## config.mk

```make
export PLATFORM = sky130hd
export DESIGN_NAME = odt_orientation_detect
export DESIGN_NICKNAME = d
export VERILOG_FILES = /design/src/logic/odt_pkg.sv /design/src/logic/odt_orientation_detect.sv
export VERILOG_INCLUDE_DIRS = /design/src /design/src/logic
export SDC_FILE = /design/constraint.sdc
export NUM_CORES = 1
export LEC_CHECK = 0
export BUFFER_PORTS_ARGS = -buffer_cell sky130_fd_sc_hd__buf_4
export CORE_MARGIN = 8
export CORE_UTILIZATION = 45
export CTS_CLUSTER_DIAMETER = 100
export DETAILED_ROUTE_END_ITERATION = 10
export SYNTH_ARGS = -nofsm -noshare
export SYNTH_HDL_FRONTEND = slang
export SYNTH_SLANG_ARGS = --single-unit
```

## constraint.sdc

```tcl
create_clock -name sys_clk_in -period 3 [get_ports sys_clk_in]
set_clock_uncertainty 0.15 [all_clocks]
set_input_delay 0.3 -clock sys_clk_in [delete_from_list [all_inputs] [get_ports sys_clk_in]]
set_output_delay 0.3 -clock sys_clk_in [all_outputs]
set_load 0.03 [all_outputs]
```

## src/logic/odt_params.svh

```systemverilog
/*
  Register offsets, field positions, reset values and timing counts
  of the orientation detect status block.
  Assumes inclusion by bare name from the package and the design file.
*/
`ifndef ODT_PARAMS_SVH
`define ODT_PARAMS_SVH

// register offsets on the internal register port
`define ODT_ADDR_STATUS 8'h10
`define ODT_ADDR_CONFIG 8'h11
`define ODT_ADDR_DBCOUNT 8'h12
`define ODT_ADDR_BFZCOMP 8'h13
`define ODT_ADDR_TRIP 8'h14

// status register field positions
`define ODT_ST_FLAG_BIT 7
`define ODT_ST_LOCK_BIT 6
`define ODT_ST_PL_HI 2
`define ODT_ST_PL_LO 1
`define ODT_ST_BF_BIT 0

// config register field positions
`define ODT_CFG_DBMODE_BIT 7
`define ODT_CFG_EN_BIT 6

// reset values
`define ODT_RST_DBMODE 1'b1
`define ODT_RST_EN 1'b0
`define ODT_RST_DBCOUNT 8'h00
`define ODT_RST_PL_CODE 2'h0
`define ODT_RST_LOCK 1'b0
`define ODT_RST_BF 1'b0

// fixed read-only patterns
`define ODT_BFZCOMP_VALUE 8'h44
`define ODT_TRIP_VALUE 8'h84

// timing: smallest debounce time step and clock period
`define ODT_STEP_BASE_NS 1250000
`define ODT_CLK_PERIOD_NS 50

// time step multipliers of the base step (1.25 ms units)
`define ODT_MULT_1 8'h01
`define ODT_MULT_2 8'h02
`define ODT_MULT_4 8'h04
`define ODT_MULT_8 8'h08
`define ODT_MULT_16 8'h10
`define ODT_MULT_64 8'h40
`define ODT_MULT_128 8'h80

`endif

```

## src/logic/odt_pkg.sv

```systemverilog
/*
  Types shared by the orientation detect status block.
  Assumes odt_params.svh is on the include path.
*/
`include "odt_params.svh"

package odt_pkg;

  // portrait/landscape code, ascending as reported in the status register
  typedef enum logic [1:0] {
    ODT_PORTRAIT_UP = 2'h0,
    ODT_PORTRAIT_DOWN = 2'h1,
    ODT_LANDSCAPE_RIGHT = 2'h2,
    ODT_LANDSCAPE_LEFT = 2'h3
  } odt_pl_code_t;

  // output sample rate selection, fastest first
  typedef enum logic [2:0] {
    ODT_ODR_800 = 3'h0,
    ODT_ODR_400 = 3'h1,
    ODT_ODR_200 = 3'h2,
    ODT_ODR_100 = 3'h3,
    ODT_ODR_50 = 3'h4,
    ODT_ODR_12P5 = 3'h5,
    ODT_ODR_6P25 = 3'h6,
    ODT_ODR_1P56 = 3'h7
  } odt_odr_t;

  // oversampling mode
  typedef enum logic [1:0] {
    ODT_OS_NORMAL = 2'h0,
    ODT_OS_LPLN = 2'h1,
    ODT_OS_HIGHRES = 2'h2,
    ODT_OS_LOWPOWER = 2'h3
  } odt_osmode_t;

  // debounce engine state
  typedef enum logic [1:0] {
    ODT_ST_IDLE,
    ODT_ST_FIRST,
    ODT_ST_RUN
  } odt_state_t;

endpackage

```

## src/logic/odt_orientation_detect.sv

```systemverilog
/*
  Orientation detect status block: status, config, debounce count and
  fixed compensation/threshold registers, debounce engine and interrupt
  source bit. The status byte is also offered as a live port so that the
  interrupt logic can follow it without a bus read.
  Assumes the serial register engine, the tilt-angle computation and the
  power-mode logic all run on sys_clk_in and drive the inputs directly.
  Assumes the register engine raises each read or write strobe for one
  cycle per byte, with offset and write data valid in that same cycle.
  Assumes the tilt computation flags samples above the axis limit itself;
  this block only freezes on that flag.
*/
// What this block does
// - change flag sets on first detection after activation and on any field change
// - a status register read clears the change flag unless a new change lands in the same cycle
// - reading the status register drops the pending orientation interrupt
// - lockout bit 6 set when tilt lockout angle exceeded, else zero
// - bits 2:1 report portrait up, portrait down, landscape right, landscape left
// - bit 0 reports facing: 0 front, 1 back
// - power-up: back/front 0, orientation code 00, lockout 0
// - orientation held while any axis exceeds 1.25 g
// - fields keep updating while change flag is pending
// - debounce mode 0 decrements counter when condition stops being valid
// - debounce mode 1, the default, clears counter when condition stops
// - detection runs only when enable bit 6 is set, default off
// - 8-bit read/write debounce count register, default zero
// - debounce counter resets on every wake/sleep transition
// - debounce time step depends on sample rate and oversampling mode
// - minimum latency equals debounce count times the step period
// - fixed 30 degree lockout and 75 degree back/front angles
// - compensation register read-only, reads 0100 0100
// - trip threshold register read-only, reads 1000 0100
// - interrupt source bit follows flag and enable, cleared by status read
`timescale 1ns/1ps
`default_nettype none
`include "odt_params.svh"

module odt_orientation_detect
  import odt_pkg::*;
#(
  parameter int BASE_TICK_CYCLES = `ODT_STEP_BASE_NS / `ODT_CLK_PERIOD_NS
) (
  input wire logic sys_clk_in,
  input wire logic srst_in,
  input wire logic [7:0] reg_addr_in,
  input wire logic reg_wr_in,
  input wire logic reg_rd_in,
  input wire logic [7:0] reg_wdata_in,
  output logic [7:0] reg_rdata_out,
  input wire logic active_mode_in,
  input wire logic sleep_state_in,
  input wire logic [2:0] output_sample_rate_in,
  input wire logic [1:0] osmode_in,
  input wire logic sample_valid_in,
  input wire logic tilt_lockout_in,
  input wire logic [1:0] portrait_landscape_code_in,
  input wire logic back_front_bit_in,
  input wire logic over_limit_in,
  input wire logic orient_irq_enable_in,
  output logic orientation_irq_source_out,
  output logic [7:0] orientation_status_out
);

  // register offset match, shared by the strobe decodes
  function automatic logic addr_is(input logic [7:0] addr, input logic [7:0] offset);
    return addr == offset;
  endfunction

  // step multiplier in 1.25 ms units for a rate and oversampling mode
  // high resolution keeps a 2.5 ms step at every rate below 400 Hz
  // unknown codes fall back to the slowest legal step of their column
  function automatic logic [7:0] step_mult(input odt_odr_t output_sample_rate, input odt_osmode_t os);
    logic [7:0] m;
    m = `ODT_MULT_16;
    case (output_sample_rate)
      ODT_ODR_800: m = `ODT_MULT_1;
      ODT_ODR_400: m = `ODT_MULT_2;
      ODT_ODR_200: m = (os == ODT_OS_HIGHRES) ? `ODT_MULT_2 : `ODT_MULT_4;
      ODT_ODR_100: m = (os == ODT_OS_HIGHRES) ? `ODT_MULT_2 : `ODT_MULT_8;
      ODT_ODR_50: m = (os == ODT_OS_HIGHRES) ? `ODT_MULT_2 : `ODT_MULT_16;
      ODT_ODR_12P5: begin
        case (os)
          ODT_OS_NORMAL: m = `ODT_MULT_16;
          ODT_OS_HIGHRES: m = `ODT_MULT_2;
          default: m = `ODT_MULT_64;
        endcase
      end
      default: begin
        case (os)
          ODT_OS_NORMAL: m = `ODT_MULT_16;
          ODT_OS_LPLN: m = `ODT_MULT_64;
          ODT_OS_HIGHRES: m = `ODT_MULT_2;
          default: m = `ODT_MULT_128;
        endcase
      end
    endcase
    return m;
  endfunction

  // base tick counter: wraps once per 1.25 ms of system clock
  // the width leaves room for the full count so the compare never truncates
  localparam int TICK_W = $clog2(BASE_TICK_CYCLES + 1);
  localparam logic [TICK_W-1:0] TICK_LAST = TICK_W'(BASE_TICK_CYCLES - 1);

  // configuration and status state
  logic debounce_mode;
  logic orientation_detect_enable;
  logic [7:0] debounce_count_value;
  logic orientation_change_flag;
  logic tilt_lockout;
  odt_pl_code_t portrait_landscape_code;
  logic back_front_bit;

  // debounce engine state
  odt_state_t state;
  logic [TICK_W-1:0] base_cnt;
  logic [7:0] mult_cnt;
  logic step_tick;
  logic [7:0] db_cnt;
  logic sleep_q;
  logic cand_lock;
  logic [1:0] cand_pl;
  logic cand_bf;
  logic cand_seen;

  // decoded bus strobes and engine terms
  logic status_read;
  logic cfg_write;
  logic cnt_write;
  logic power_edge;
  logic differs;
  logic accept;
  logic first_take;
  logic [7:0] next_db_cnt;

  // divider and flag terms
  logic base_wrap;
  logic step_due;
  logic flag_set;

  // one-cycle strobes from the register engine; any wake/sleep change
  assign status_read = reg_rd_in && addr_is(reg_addr_in, `ODT_ADDR_STATUS);
  assign cfg_write = reg_wr_in && addr_is(reg_addr_in, `ODT_ADDR_CONFIG);
  assign cnt_write = reg_wr_in && addr_is(reg_addr_in, `ODT_ADDR_DBCOUNT);
  assign power_edge = (sleep_state_in != sleep_q);

  // divider terms: end of one base period, end of a whole debounce step
  assign base_wrap = (base_cnt == TICK_LAST);
  assign step_due = (mult_cnt + 8'h01) >= step_mult(odt_odr_t'(output_sample_rate_in),
                                                   odt_osmode_t'(osmode_in));

  // configuration register, reserved bits dropped on write
  // takes effect on the edge after the strobe; bits 5:0 have no storage
  always_ff @(posedge sys_clk_in) begin
    if (srst_in) begin
      debounce_mode <= `ODT_RST_DBMODE;
      orientation_detect_enable <= `ODT_RST_EN;
    end else if (cfg_write) begin
      debounce_mode <= reg_wdata_in[`ODT_CFG_DBMODE_BIT];
      orientation_detect_enable <= reg_wdata_in[`ODT_CFG_EN_BIT];
    end
  end

  // debounce count register
  // compared live by the engine, so a new count applies from the next step
  // a count of zero accepts a change on the first step that sees it
  always_ff @(posedge sys_clk_in) begin
    if (srst_in) begin
      debounce_count_value <= `ODT_RST_DBCOUNT;
    end else if (cnt_write) begin
      debounce_count_value <= reg_wdata_in;
    end
  end

  // time step divider: base 1.25 ms tick times the rate/mode multiplier
  // held at zero in standby or while disabled, so the first step after
  // activation always lands one whole step later
  always_ff @(posedge sys_clk_in) begin
    if (srst_in || !orientation_detect_enable || !active_mode_in) begin
      base_cnt <= '0;
      mult_cnt <= 8'h00;
      step_tick <= 1'b0;
    end else begin
      step_tick <= 1'b0;
      if (base_wrap) begin
        base_cnt <= '0;
        if (step_due) begin
          mult_cnt <= 8'h00;
          step_tick <= 1'b1;
        end else begin
          mult_cnt <= mult_cnt + 8'h01;
        end
      end else begin
        base_cnt <= base_cnt + TICK_W'(1);
      end
    end
  end

  // latest candidate orientation from the tilt computation
  // samples above the axis limit are dropped, so the held orientation stays
  // cleared seen-flag in standby forces a fresh sample before a first detection
  always_ff @(posedge sys_clk_in) begin
    if (srst_in) begin
      cand_lock <= `ODT_RST_LOCK;
      cand_pl <= `ODT_RST_PL_CODE;
      cand_bf <= `ODT_RST_BF;
      cand_seen <= 1'b0;
    end else if (!active_mode_in || !orientation_detect_enable) begin
      cand_seen <= 1'b0;
    end else if (sample_valid_in && !over_limit_in) begin
      cand_lock <= tilt_lockout_in;
      cand_pl <= portrait_landscape_code_in;
      cand_bf <= back_front_bit_in;
      cand_seen <= 1'b1;
    end
  end

  // candidate against the reported fields; a change needs a step tick and
  // a full debounce count, the first detection a step tick and a seen candidate
  assign differs = (cand_lock != tilt_lockout)
                || (cand_pl != portrait_landscape_code)
                || (cand_bf != back_front_bit);
  assign first_take = (state == ODT_ST_FIRST) && step_tick && cand_seen && !over_limit_in;
  assign accept = (state == ODT_ST_RUN) && step_tick && differs && !over_limit_in
               && (db_cnt >= debounce_count_value);
  assign flag_set = first_take || accept;

  // debounce counter next value
  // saturates at the top so a long disagreement never wraps back to zero
  // an acceptance restarts the count for the next change
  always_comb begin
    next_db_cnt = db_cnt;
    if (power_edge || accept || state != ODT_ST_RUN) begin
      next_db_cnt = 8'h00;
    end else if (step_tick && !over_limit_in) begin
      if (differs) begin
        if (db_cnt != 8'hff) begin
          next_db_cnt = db_cnt + 8'h01;
        end
      end else if (debounce_mode) begin
        next_db_cnt = 8'h00;
      end else if (db_cnt != 8'h00) begin
        next_db_cnt = db_cnt - 8'h01;
      end
    end
  end

  // debounce counter and power-mode history
  // the sleep history feeds the wake/sleep edge detector
  always_ff @(posedge sys_clk_in) begin
    if (srst_in) begin
      db_cnt <= 8'h00;
      sleep_q <= 1'b0;
    end else begin
      db_cnt <= next_db_cnt;
      sleep_q <= sleep_state_in;
    end
  end

  // engine state: idle in standby or disabled, first detection, running
  // leaving active mode or clearing the enable restarts with a first detection
  // so the flag always reports the first orientation seen after activation
  always_ff @(posedge sys_clk_in) begin
    if (srst_in) begin
      state <= ODT_ST_IDLE;
    end else begin
      case (state)
        ODT_ST_IDLE: begin
          if (active_mode_in && orientation_detect_enable) begin
            state <= ODT_ST_FIRST;
          end
        end
        ODT_ST_FIRST: begin
          if (!active_mode_in || !orientation_detect_enable) begin
            state <= ODT_ST_IDLE;
          end else if (first_take) begin
            state <= ODT_ST_RUN;
          end
        end
        ODT_ST_RUN: begin
          if (!active_mode_in || !orientation_detect_enable) begin
            state <= ODT_ST_IDLE;
          end
        end
        default: state <= ODT_ST_IDLE;
      endcase
    end
  end

  // orientation fields, updated regardless of a pending flag
  // written only by a first detection or an accepted change
  // an over-limit sample can never reach them, it never becomes a candidate
  always_ff @(posedge sys_clk_in) begin
    if (srst_in) begin
      tilt_lockout <= `ODT_RST_LOCK;
      portrait_landscape_code <= odt_pl_code_t'(`ODT_RST_PL_CODE);
      back_front_bit <= `ODT_RST_BF;
    end else if (first_take || accept) begin
      tilt_lockout <= cand_lock;
      portrait_landscape_code <= odt_pl_code_t'(cand_pl);
      back_front_bit <= cand_bf;
    end
  end

  // change flag: a new event in the read cycle wins over the clear
  // so that a change landing on the read edge is never lost; the host
  // then sees the flag again on its next read
  always_ff @(posedge sys_clk_in) begin
    if (srst_in) begin
      orientation_change_flag <= 1'b0;
    end else if (flag_set) begin
      orientation_change_flag <= 1'b1;
    end else if (status_read) begin
      orientation_change_flag <= 1'b0;
    end
  end

  // interrupt source bit toward the interrupt controller
  // level output; it drops with the flag when the status register is read
  // and rises again if the enable returns while the flag is still pending
  assign orientation_irq_source_out = orientation_change_flag && orient_irq_enable_in;

  // status byte, reserved bits zero
  // also the byte returned by a status read
  assign orientation_status_out = {orientation_change_flag, tilt_lockout, 3'h0,
                                   portrait_landscape_code, back_front_bit};

  // registered read data; unmapped offsets read zero
  // sampled at the strobe edge, so a status read returns the flag before it clears
  // the data holds until the next read strobe
  always_ff @(posedge sys_clk_in) begin
    if (srst_in) begin
      reg_rdata_out <= 8'h00;
    end else if (reg_rd_in) begin
      case (reg_addr_in)
        `ODT_ADDR_STATUS: reg_rdata_out <= orientation_status_out;
        `ODT_ADDR_CONFIG: reg_rdata_out <= {debounce_mode, orientation_detect_enable, 6'h00};
        `ODT_ADDR_DBCOUNT: reg_rdata_out <= debounce_count_value;
        `ODT_ADDR_BFZCOMP: reg_rdata_out <= `ODT_BFZCOMP_VALUE;
        `ODT_ADDR_TRIP: reg_rdata_out <= `ODT_TRIP_VALUE;
        default: reg_rdata_out <= 8'h00;
      endcase
    end
  end

endmodule

`default_nettype wire

```

==> key figures, run 1 <==
Run status
  • Run status: finished clean

Floorplan
  • Die area: ~12,000 µm²
  • Core area: a little over 8000 µm²
  • Chip height: about 110 µm
  • Die X: between 100 and 150 µm
  • I/O pin count: 51
  • # rows: 33
  • Initial Utilization: a little under half

Pwr
  • Power Total: 1690 µW
  • Switching Fraction: ~24%
  • Comb power frac: 6.2%
  • Leak: 0.00166 µW
  • Clock power share: 44.2%
  • Total internal power: around 1300 µW
  • Seq pwr share: about half
  • Worst vdd ir: 0.230 mV
  • Pwr Density: 387 nW/µm²
  • Switching power: 412 µW

Timing
  • Max Slew Vio Count: 0
  • Fin Hold WS: ~0.036 ns
  • TNS Setup: 0 ns
  • Tmin final: 2.76 ns
  • Max Fclk: 362 MHz
  • RSZ-0062 raised after global routing: false
  • Final hold vios: 0
  • Relative slew slack: roughly half
  • Final setup viols: 0
  • Tcrit/Tclk final: 92.1%
  • Worst slew pin tran: 0.764 ns

CTS
  • TritonCTS clock tree: yes
  • Clock Tree Root: clkbuf_8
  • Hold Buf Count CTS: 0
  • Reg clk slew, reported paths: 0.08 ns
  • Clock buffer depth: 2
  • H-tree depth: 3
  • Clock Sinks: 63
  • Post-cts sizing count: 0
  • Clk Latency, worst-skew pair: approximately 0.33 ns
  • TritonCTS Buffers: 9
  • Setup Fix Bufs, Post-CTS: 0

Route
  • Via-per-instance ratio: 5.48
  • Via count: approximately 3,300
  • DRC: 0
  • Post-route ant nets: 0
  • Detailed Route WL: about 8500 µm
  • DR iter-0 viols: 83
  • Drt first pass iters: 4
  • WL per Instance: 14.1 µm

Final layout
  • Most frequent cells in the layout: dfxtp_1, buf_4, nand2_1, nor2_1, a21oi_1
  • Layout area overhead: 15.1%
  • Layout cells sized above 1: 17.3%
  • Ant diodes: 0
  • Post-layout net count: 545
  • Most common cell after layout, fill and taps aside: dfxtp_1
  • Non-filler cells in the finished layout: 601
  • Fillcell total: 794
  • Post-Route Utilization: 53.2%

Setup path
  • Worst-path fanout max: 7
  • Critical path arrival: 2.83 ns
  • CP startpoint kind: flop
  • Worst EP required: 3.06 ns
  • CP peak stage delay: 0.45 ns
  • Setup Crit Path Kind: flop to flop
  • Critical Path, Cell by Cell: ha_1, inv_1, or3_1, xnor2_1, ha_1, nand3_1, or3b_1, o211ai_4, o211ai_1
  • Critical path's slowest cell: or3b_1
  • Bufs and invs on worst path: 1
  • CP top delay family: simple AND/OR/NAND/NOR gates
  • Worst setup EP type: flop
  • CP most frequent cell: ha_1
  • Worst Reg-to-Reg Cells: 9
  • Reg2Reg Setup Slack: 0.24 ns
  • Worst r2r src: mult_cnt[0]$_SDFFE_PP0N_
  • R2R Path End: mult_cnt[5]$_SDFFE_PP0N_

Synth
  • Multiplexer share of the synthesized area: 3.46%
  • Post-synthesis sequential area ratio: between 30% and 40%
  • Combinational family with the most area after synthesis: simple AND/OR/NAND/NOR gates
  • Synth area leader: dfxtp_1
  • Adder-cell area share of the yosys netlist: approximately 6.6%
  • Post-synthesis simple-gate area fraction: between 20% and 30%
  • Synth area leaders: dfxtp_1, ha_1, nand2_1
  • Ys Warns: 0
  • Post-Synth XOR/XNOR Area: 5.53%
  • #FFs+latches synth: 63
  • Post-synth top area share: 33.2%
  • Synth Area per Inst: 8.35 µm²
  • Ys async rst share: 0%
  • Cells after synthesis: 455
  • Post-synthesis compound-gate area fraction: 17.0%
  • Post-synthesis cell type count: 66
  • EDFF count, synth: 0
  • Main synth FF type: dfxtp_1
  • Synthesized area: 3800 µm²

Global route
  • Global Route Usage Sum: 15.4%
  • Vias in the first global route: 3,209
  • Grt ovf: 0
  • Largest net degree at the start of global routing: 35
  • Initial antenna violation count: 0
  • First-pass GRT wire length: 14,600 µm

Run
  • Max Cap Viol: 0

Place
  • Placed wire-length estimate: 6440 µm
  • Port bufs: 47
  • Placer's final routability congestion estimate: 0.834
  • Placed cell count: 585

Hold path
  • Hold path startpoint: reg_wdata_in[7]
  • HP Class: input port to flop
  • Hold EP: debounce_mode$_SDFFE_PP1P_
  • Worst hold path cell count: 2
## through the flow
step / setup WS [ns] / cell area, µm²
after floorplan: 0.418 / 3810
after global placement: 0.300 / 4170
after detailed placement: 0.253 / 4170
after CTS: 0.237 / 4370
after global routing: 0.0351 / 4370
final: 0.236 / 4370
## sequential cells by signal, summed over array words and instances, names as in the netlist
signal,flops
base_cnt,15
db_cnt,8
mult_cnt,8
sleep_q,1
cand_pl,2
portrait_landscape_code,2
step_tick,1
cand_bf,1
back_front_bit,1
debounce_count_value,8
reg_rdata_out,8
cand_lock,1
orientation_change_flag,1
debounce_mode,1
orientation_detect_enable,1
state,2
tilt_lockout,1
cand_seen,1
## how the worst max path moves through the flow
stage / startpoint / endpoint / depth (start not counted)
after global routing: mult_cnt[0]$_SDFFE_PP0N_ / mult_cnt[2]$_SDFFE_PP0N_ / 9
final: mult_cnt[0]$_SDFFE_PP0N_ / mult_cnt[5]$_SDFFE_PP0N_ / 9
after global placement: mult_cnt[0]$_SDFFE_PP0N_ / mult_cnt[5]$_SDFFE_PP0N_ / 9
after detailed placement: mult_cnt[0]$_SDFFE_PP0N_ / mult_cnt[5]$_SDFFE_PP0N_ / 9
after floorplan: mult_cnt[0]$_SDFFE_PP0N_ / mult_cnt[2]$_SDFFE_PP0N_ / 9
after CTS: mult_cnt[0]$_SDFFE_PP0N_ / mult_cnt[5]$_SDFFE_PP0N_ / 9
## power by group through the flow
stage	combinational, µW	sequential, µW	clock [µW]
final	105	839	748
after floorplan	54.5	861	0
after global routing	115	839	811
after global placement	105	859	0
after detailed placement	105	859	0
after CTS	105	839	776
## synth_stat cells (3+ instances only)
| cell | number |
|---|---|
| a21oi_1 | 29 |
| o21a_1 | 3 |
| nand4_1 | 8 |
| nor2b_1 | 8 |
| xor2_1 | 15 |
| clkbuf_1 | 13 |
| o2111ai_1 | 4 |
| o21ai_0 | 14 |
| ha_1 | 20 |
| inv_1 | 16 |
| o211ai_1 | 5 |
| nor3_2 | 3 |
| mux2i_1 | 12 |
| a211oi_1 | 7 |
| nor2_1 | 41 |
| and2_1 | 5 |
| dfxtp_1 | 63 |
| and3_1 | 3 |
| nand3_1 | 25 |
| nand2_1 | 42 |
| xnor2_1 | 9 |
| a211o_1 | 3 |
| buf_4 | 8 |
| nor3_1 | 11 |
| or3_1 | 7 |
| buf_2 | 4 |
| o21ai_1 | 7 |
| nand2b_1 | 20 |
| nor3b_1 | 4 |
## per-layer routing
| layer | track usage [%] | part of all wire, % |
|---|---|---|
| met4 | 5.15 | 1.2 |
| met5 | 0 | 0 |
| met3 | 3.83 | 4.0 |
| met1 | 18.6 | 45 |
| met2 | 26.1 | 49 |
## logic make-up (layout without fill, tap and decap cells)
kind of cell / count (synthesis) / after routing
adder cells (fa/ha/maj): 20 / 20
multiplexers: 13 / 13
AND/OR/NAND/NOR: 199 / 199
AO/OA/AOI/OAI: 92 / 92
buffers and inverters: 43 / 82
flip-flops: 63 / 63
XOR/XNOR: 24 / 24
other: 1 / 3
## worst register-to-register path, delay by kind of cell, from the launching register on
family	cells	cell delay (ns)
and+or+nand+nor	3	0.89
adders and majority gates	2	0.58
DFF	1	0.44
AOI/OAI and AO/OA	2	0.34
xor gates and xnor gates	1	0.16
buffers and inverters	1	0.08
## cell type report
| class | instances | area, µm² | area share, % |
|---|---|---|---|
| multi-input combinational | 351 | 2340 | 53.5 |
| sequential | 63 | 1260 | 28.8 |
| timing repair buffer | 50 | 375 | 8.59 |
| tap | 105 | 131 | 3.01 |
| clock buffer | 9 | 124 | 2.83 |
| clock inverter | 7 | 78.8 | 1.80 |
| inverter | 16 | 60.1 | 1.37 |
Note: power is estimated with default switching activity, not from simulation.
==> run 2: changes to the inputs <==
==> constraint.sdc (replaced) <==
create_clock -name sys_clk_in -period 2.55 [get_ports sys_clk_in]
set_clock_uncertainty 0.15 [all_clocks]
set_input_delay 0.255 -clock sys_clk_in [delete_from_list [all_inputs] [get_ports sys_clk_in]]
set_output_delay 0.255 -clock sys_clk_in [all_outputs]
set_load 0.03 [all_outputs]
==> key figures, run 2 (synthesized netlist as in run 1, its figures left out) <==
Run status
  • Run status: finished clean

CTS
  • Reg clk slew, reported paths: 0.07 ns
  • TritonCTS Buffers: 9
  • TritonCTS clock tree: yes
  • Clock Tree Root: clkbuf_8
  • Clock Sinks: 63
  • H-tree depth: 3
  • Clock buffer depth: 2
  • Clk Latency, worst-skew pair: 0.34 ns

Floorplan
  • Die area: 11,600 µm²
  • Initial Utilization: between 40% and 50%
  • I/O pin count: 51
  • Die X: 108 µm
  • Core area: 8220 µm²
  • Chip height: 108 µm
  • # rows: 33

Route
  • Detailed Route WL: 8720 µm
  • Via count: 3,314
  • Via-per-instance ratio: roughly 5.4
  • Drt first pass iters: 4
  • WL per Instance: 14.1 µm
  • DR iter-0 viols: 106
  • DRC: 0
  • Post-route ant nets: 0

Setup path
  • Setup Crit Path Kind: flop to flop
  • CP startpoint kind: flop
  • R2R Path End: mult_cnt[5]$_SDFFE_PP0N_
  • Reg2Reg Setup Slack: 0.06 ns
  • Worst-path fanout max: 4
  • Worst Reg-to-Reg Cells: 8
  • CP peak stage delay: 0.52 ns
  • Critical Path, Cell by Cell: ha_4, nand3_1, xnor2_1, ha_1, or4_4, a41oi_4, o211ai_4, o211ai_1
  • CP top delay family: compound AO/OA/AOI/OAI gates
  • Critical path arrival: 2.59 ns
  • Worst EP required: 2.66 ns
  • Worst setup EP type: flop
  • Bufs and invs on worst path: 0
  • Critical path's slowest cell: or4_4
  • Worst r2r src: mult_cnt[1]$_SDFFE_PP0N_

Timing
  • Tmin final: 2.49 ns
  • Worst slew pin tran: 0.771 ns
  • Max Fclk: 402 MHz
  • TNS Setup: 0 ns
  • Tcrit/Tclk final: a little over nine tenths
  • Final setup viols: 0
  • Final hold vios: 0
  • Max Slew Vio Count: 0
  • Relative slew slack: 48.3%
  • Fin Hold WS: 0.0117 ns

Final layout
  • Post-layout net count: 561
  • Post-Layout Inst Area: 4580 µm²
  • Most common cell after layout, fill and taps aside: buf_4
  • Largest Register: base_cnt
  • Most frequent cells in the layout: buf_4, dfxtp_1, nand2_1, nor2_1, a21oi_1
  • Ant diodes: 0
  • Max reg flops: 15
  • Layout area overhead: 20.5%
  • Layout cells sized above 1: 21.5%
  • Non-filler cells in the finished layout: a little over 600

Global route
  • Largest net degree at the start of global routing: 35
  • Grt ovf: 0
  • Initial antenna violation count: 0
  • Vias in the first global route: 3,213
  • Global Route Usage Sum: 15.4%
  • First-pass GRT wire length: approximately 15,000 µm

Pwr
  • Worst vdd ir: between 0.2 and 0.3 mV
  • Leak: 0.00174 µW
  • Pwr Density: 441 nW/µm²

Place
  • Placed cell count: 593
  • Port bufs: 47
  • Placed wire-length estimate: 6470 µm
  • Placed Area: 4230 µm²
  • Placer's final routability congestion estimate: 0.827

Hold path
  • Hold EP: cand_pl[1]$_SDFFE_PP0P_
  • HP Class: input port to flop
  • Hold path startpoint: portrait_landscape_code_in[1]
  • Worst hold path cell count: 3

Run
  • Max Cap Viol: 0
## run 2: cell type report
| class | instances | area [µm²] |
|---|---|---|
| clock buffers | 10 | 138 |
| inverters | 16 | 60.1 |
| repair buffers | 66 | 508 |
| multi-input cells | 351 | 2390 |
| fillers | 773 | 3640 |
| clock inverters | 6 | 67.6 |
| well taps | 105 | 131 |
| flip-flops and latches | 63 | 1280 |
## run 2: repair_timing
item	CTS	global route
endpoints found under the hold margin	5	0
setup endpoints to repair	0	9
hold buffers	5	0
gates resized for setup	0	18
buffers inserted	0	3
## run 2: worst reg2reg max path, cell delays in order, from the launching register on
cell      delay (ns)
dfxtp_2         0.36
ha_4            0.16
nand3_1         0.11
xnor2_1         0.18
ha_1            0.23
or4_4           0.52
a41oi_4         0.35
o211ai_4        0.14
o211ai_1        0.22
## run 2: routing by layer
metal / wire, µm / up-vias / share of wire, % / GRT usage [%]
li1: - / 1713 / - / -
met1: 4030 / 1523 / 46 / 18.7
met2: 4130 / 62 / 47 / 25.7
met3: 408 / 16 / 4.7 / 3.95
met4: 150 / 0 / 1.7 / 5.65
met5: 0 / - / 0 / 0
## run 2: stage by stage
step / total power, µW / util (%) / worst slack [ns]
after global routing: 2100 / 55.7 / -0.0309
after CTS: 2040 / 54.6 / 0.0291
after detailed placement: 1140 / 51.5 / 0.0450
after floorplan: 1080 / - / 0.00962
final: 2020 / 55.7 / 0.0621
after global placement: 1140 / 51.5 / 0.0749
## run 2: report_power, final
group / internal (µW) / leakage, µW / switching (µW)
clock: 481 / 0.0000989 / 412
combinational: 69.2 / 0.00113 / 71.4
sequential: 983 / 0.000512 / 1.39
total: 1530 / 0.00174 / 485
## run 2: worst max-delay path by stage
stage | from | to | slack, ns | depth (start not counted)
floorplan | mult_cnt[0]$_SDFFE_PP0N_ | mult_cnt[2]$_SDFFE_PP0N_ | 0.01 | 9
global placement | mult_cnt[0]$_SDFFE_PP0N_ | mult_cnt[3]$_SDFFE_PP0N_ | 0.07 | 9
detailed placement | mult_cnt[0]$_SDFFE_PP0N_ | mult_cnt[5]$_SDFFE_PP0N_ | 0.04 | 9
CTS | mult_cnt[0]$_SDFFE_PP0N_ | mult_cnt[6]$_SDFFE_PP0N_ | 0.03 | 9
global route | mult_cnt[0]$_SDFFE_PP0N_ | mult_cnt[5]$_SDFFE_PP0N_ | -0.03 | 8
finish | mult_cnt[1]$_SDFFE_PP0N_ | mult_cnt[5]$_SDFFE_PP0N_ | 0.06 | 8
==> run 3: changes to the inputs <==
--- a/config.mk
+++ b/config.mk
@@ -7,7 +7,7 @@
 export NUM_CORES = 1
 export LEC_CHECK = 0
 export BUFFER_PORTS_ARGS = -buffer_cell sky130_fd_sc_hd__buf_4
-export CORE_MARGIN = 8
+export CORE_MARGIN = 1
 export CORE_UTILIZATION = 45
 export CTS_CLUSTER_DIAMETER = 100
 export DETAILED_ROUTE_END_ITERATION = 10
==> key figures, run 3 (synthesized netlist as in run 1, its figures left out) <==
Final layout
  • Layout area overhead: 21.4%
  • Fillcell total: 779
  • Ant diodes: 0
  • Post-Layout Inst Area: 4610 µm²
  • Max reg flops: 15
  • Layout cells sized above 1: 21.2%
  • Largest Register: base_cnt
  • Non-filler cells in the finished layout: around 620
  • Post-Route Utilization: between 50% and 60%
  • Most frequent cells in the layout: buf_4, dfxtp_1, nand2_1, nor2_1, a21oi_1
  • Post-layout net count: 563
  • Most common cell after layout, fill and taps aside: buf_4

Global route
  • Global Route Usage Sum: a little over a fifth
  • Grt ovf: 0
  • Initial antenna violation count: 0
  • Vias in the first global route: 3,223
  • Largest net degree at the start of global routing: 35
  • First-pass GRT wire length: between 10,000 and 15,000 µm

CTS
  • Clock Tree Root: clkbuf_8
  • Clk Latency, worst-skew pair: 0.34 ns
  • Clock buffer depth: 2
  • Reg clk slew, reported paths: around 0.070 ns
  • Clock Sinks: 63
  • TritonCTS clock tree: yes
  • TritonCTS Buffers: 9
  • H-tree depth: 3

Route
  • Via count: 3,344
  • Post-route ant nets: 0
  • WL per Instance: 14.0 µm
  • Drt first pass iters: 4
  • DR iter-0 viols: 129
  • Detailed Route WL: 8690 µm
  • DRC: 0
  • Via-per-instance ratio: 5.40

Setup path
  • Reg2Reg Setup Slack: 0.02 ns
  • CP startpoint kind: flop
  • CP most frequent cell: ha_4
  • Setup Crit Path Kind: flop to flop
  • CP peak stage delay: approximately 0.45 ns
  • CP top delay family: simple AND/OR/NAND/NOR gates
  • Worst EP required: 2.62 ns
  • Critical Path, Cell by Cell: ha_4, inv_2, or3_4, xnor2_4, ha_4, nand3_2, or3b_4, o211ai_4, o211ai_1
  • Critical path arrival: about 2.6 ns
  • Critical path's slowest cell: or3b_4
  • Bufs and invs on worst path: 1
  • Worst-path fanout max: 4
  • Worst setup EP type: flop

Timing
  • Final setup viols: 0
  • Fin Hold WS: 0.0238 ns
  • RSZ-0062 raised after global routing: true
  • Relative slew slack: 54.0%
  • Max Fclk: 395 MHz
  • Final setup margin: ~0.016 ns
  • Worst slew pin tran: ~0.7 ns
  • Tmin final: between 2 and 3 ns
  • Final hold vios: 0
  • Max Slew Vio Count: 0
  • Tcrit/Tclk final: 99.4%

Floorplan
  • # rows: 33
  • Die X: 93.9 µm
  • Core area: 8180 µm²
  • Initial Utilization: 46.5%
  • Die area: approximately 9000 µm²
  • I/O pin count: 51
  • Chip height: between 90 and 100 µm

Pwr
  • Leak: 0.00176 µW
  • Pwr Density: roughly 450 nW/µm²
  • Worst vdd ir: 0.254 mV

Place
  • Placer's final routability congestion estimate: approximately 0.85
  • Post-Place Worst Slack: just over 0.02 ns
  • Placed Area: 4250 µm²
  • Placed cell count: 595
  • Port bufs: 47
  • Placed wire-length estimate: 6380 µm

Run
  • Max Cap Viol: 0

Run status
  • Run status: finished clean

Hold path
  • HP Class: input port to flop
-- run 3: cell types whose count changed in the layout (fill, tap and decap cells not counted), sizes merged --
cell	before	now
dlygate4sd3	5	6
clkinvlp	2	1
clkinv	2	1
bufinv	1	2
clkbuf	10	11
buf	61	62
-- run 3: timing repair --
| item | CTS | global route |
|---|---|---|
| hold endpoints to repair | 6 | 0 |
| buffers inserted | 0 | 2 |
| gates resized for setup | 1 | 14 |
| setup endpoints to repair | 1 | 9 |
| hold buffers | 6 | 0 |
| pin swaps | 0 | 8 |
-- run 3: worst min-delay path, stage by stage --
cell     delay [ns]
buf_4          0.11
nand3_1        0.06
a21oi_1        0.05
-- run 3: metal layers --
metal / vias up / global-route usage [%] / wire length [µm]
met5: - / 0 / 0
met4: 0 / 7.95 / 160
met3: 15 / 5.42 / 345
met2: 65 / 36.4 / 4180
met1: 1550 / 25.1 / 4000
li1: 1714 / - / -
-- run 3: worst paths after layout --
check / depth (start not counted) / end / startpoint
hold reg to reg: 1 / state[0]$_SDFFE_PP0P_ / state[1]$_SDFFE_PP0P_
hold / removal: 3 / debounce_count_value[5]$_SDFFE_PP0P_ / reg_wdata_in[5]
setup reg to reg: 9 / mult_cnt[5]$_SDFFE_PP0N_ / mult_cnt[1]$_SDFFE_PP0N_
setup / recovery: 9 / mult_cnt[5]$_SDFFE_PP0N_ / mult_cnt[1]$_SDFFE_PP0N_
-- run 3: power by group --
group | leakage (µW) | internal (µW) | switching [µW] | total (µW)
logic | 0.00115 | 70.8 | 74.0 | 145
clock network | 0.000104 | 553 | 389 | 941
registers | 0.000510 | 986 | 1.46 | 988
-- run 3: stage by stage --
step	TNS, ns	total power (µW)
3_3_place_gp	0	1140
6_report	0	2070
2_1_floorplan	0	1080
5_1_grt	-0.133	2160
3_5_place_dp	0	1140
4_1_cts	0	2110
-- run 3: final cells by class --
cell class	instances	area, µm²	share of cell area (%)
multi-input combinational	351	2420	52.4
clock buffer	11	131	2.85
timing repair buffer	68	526	11.4
inverter	16	60.1	1.30
tap	105	131	2.85
clock inverter	5	81.3	1.76
sequential	63	1270	27.5
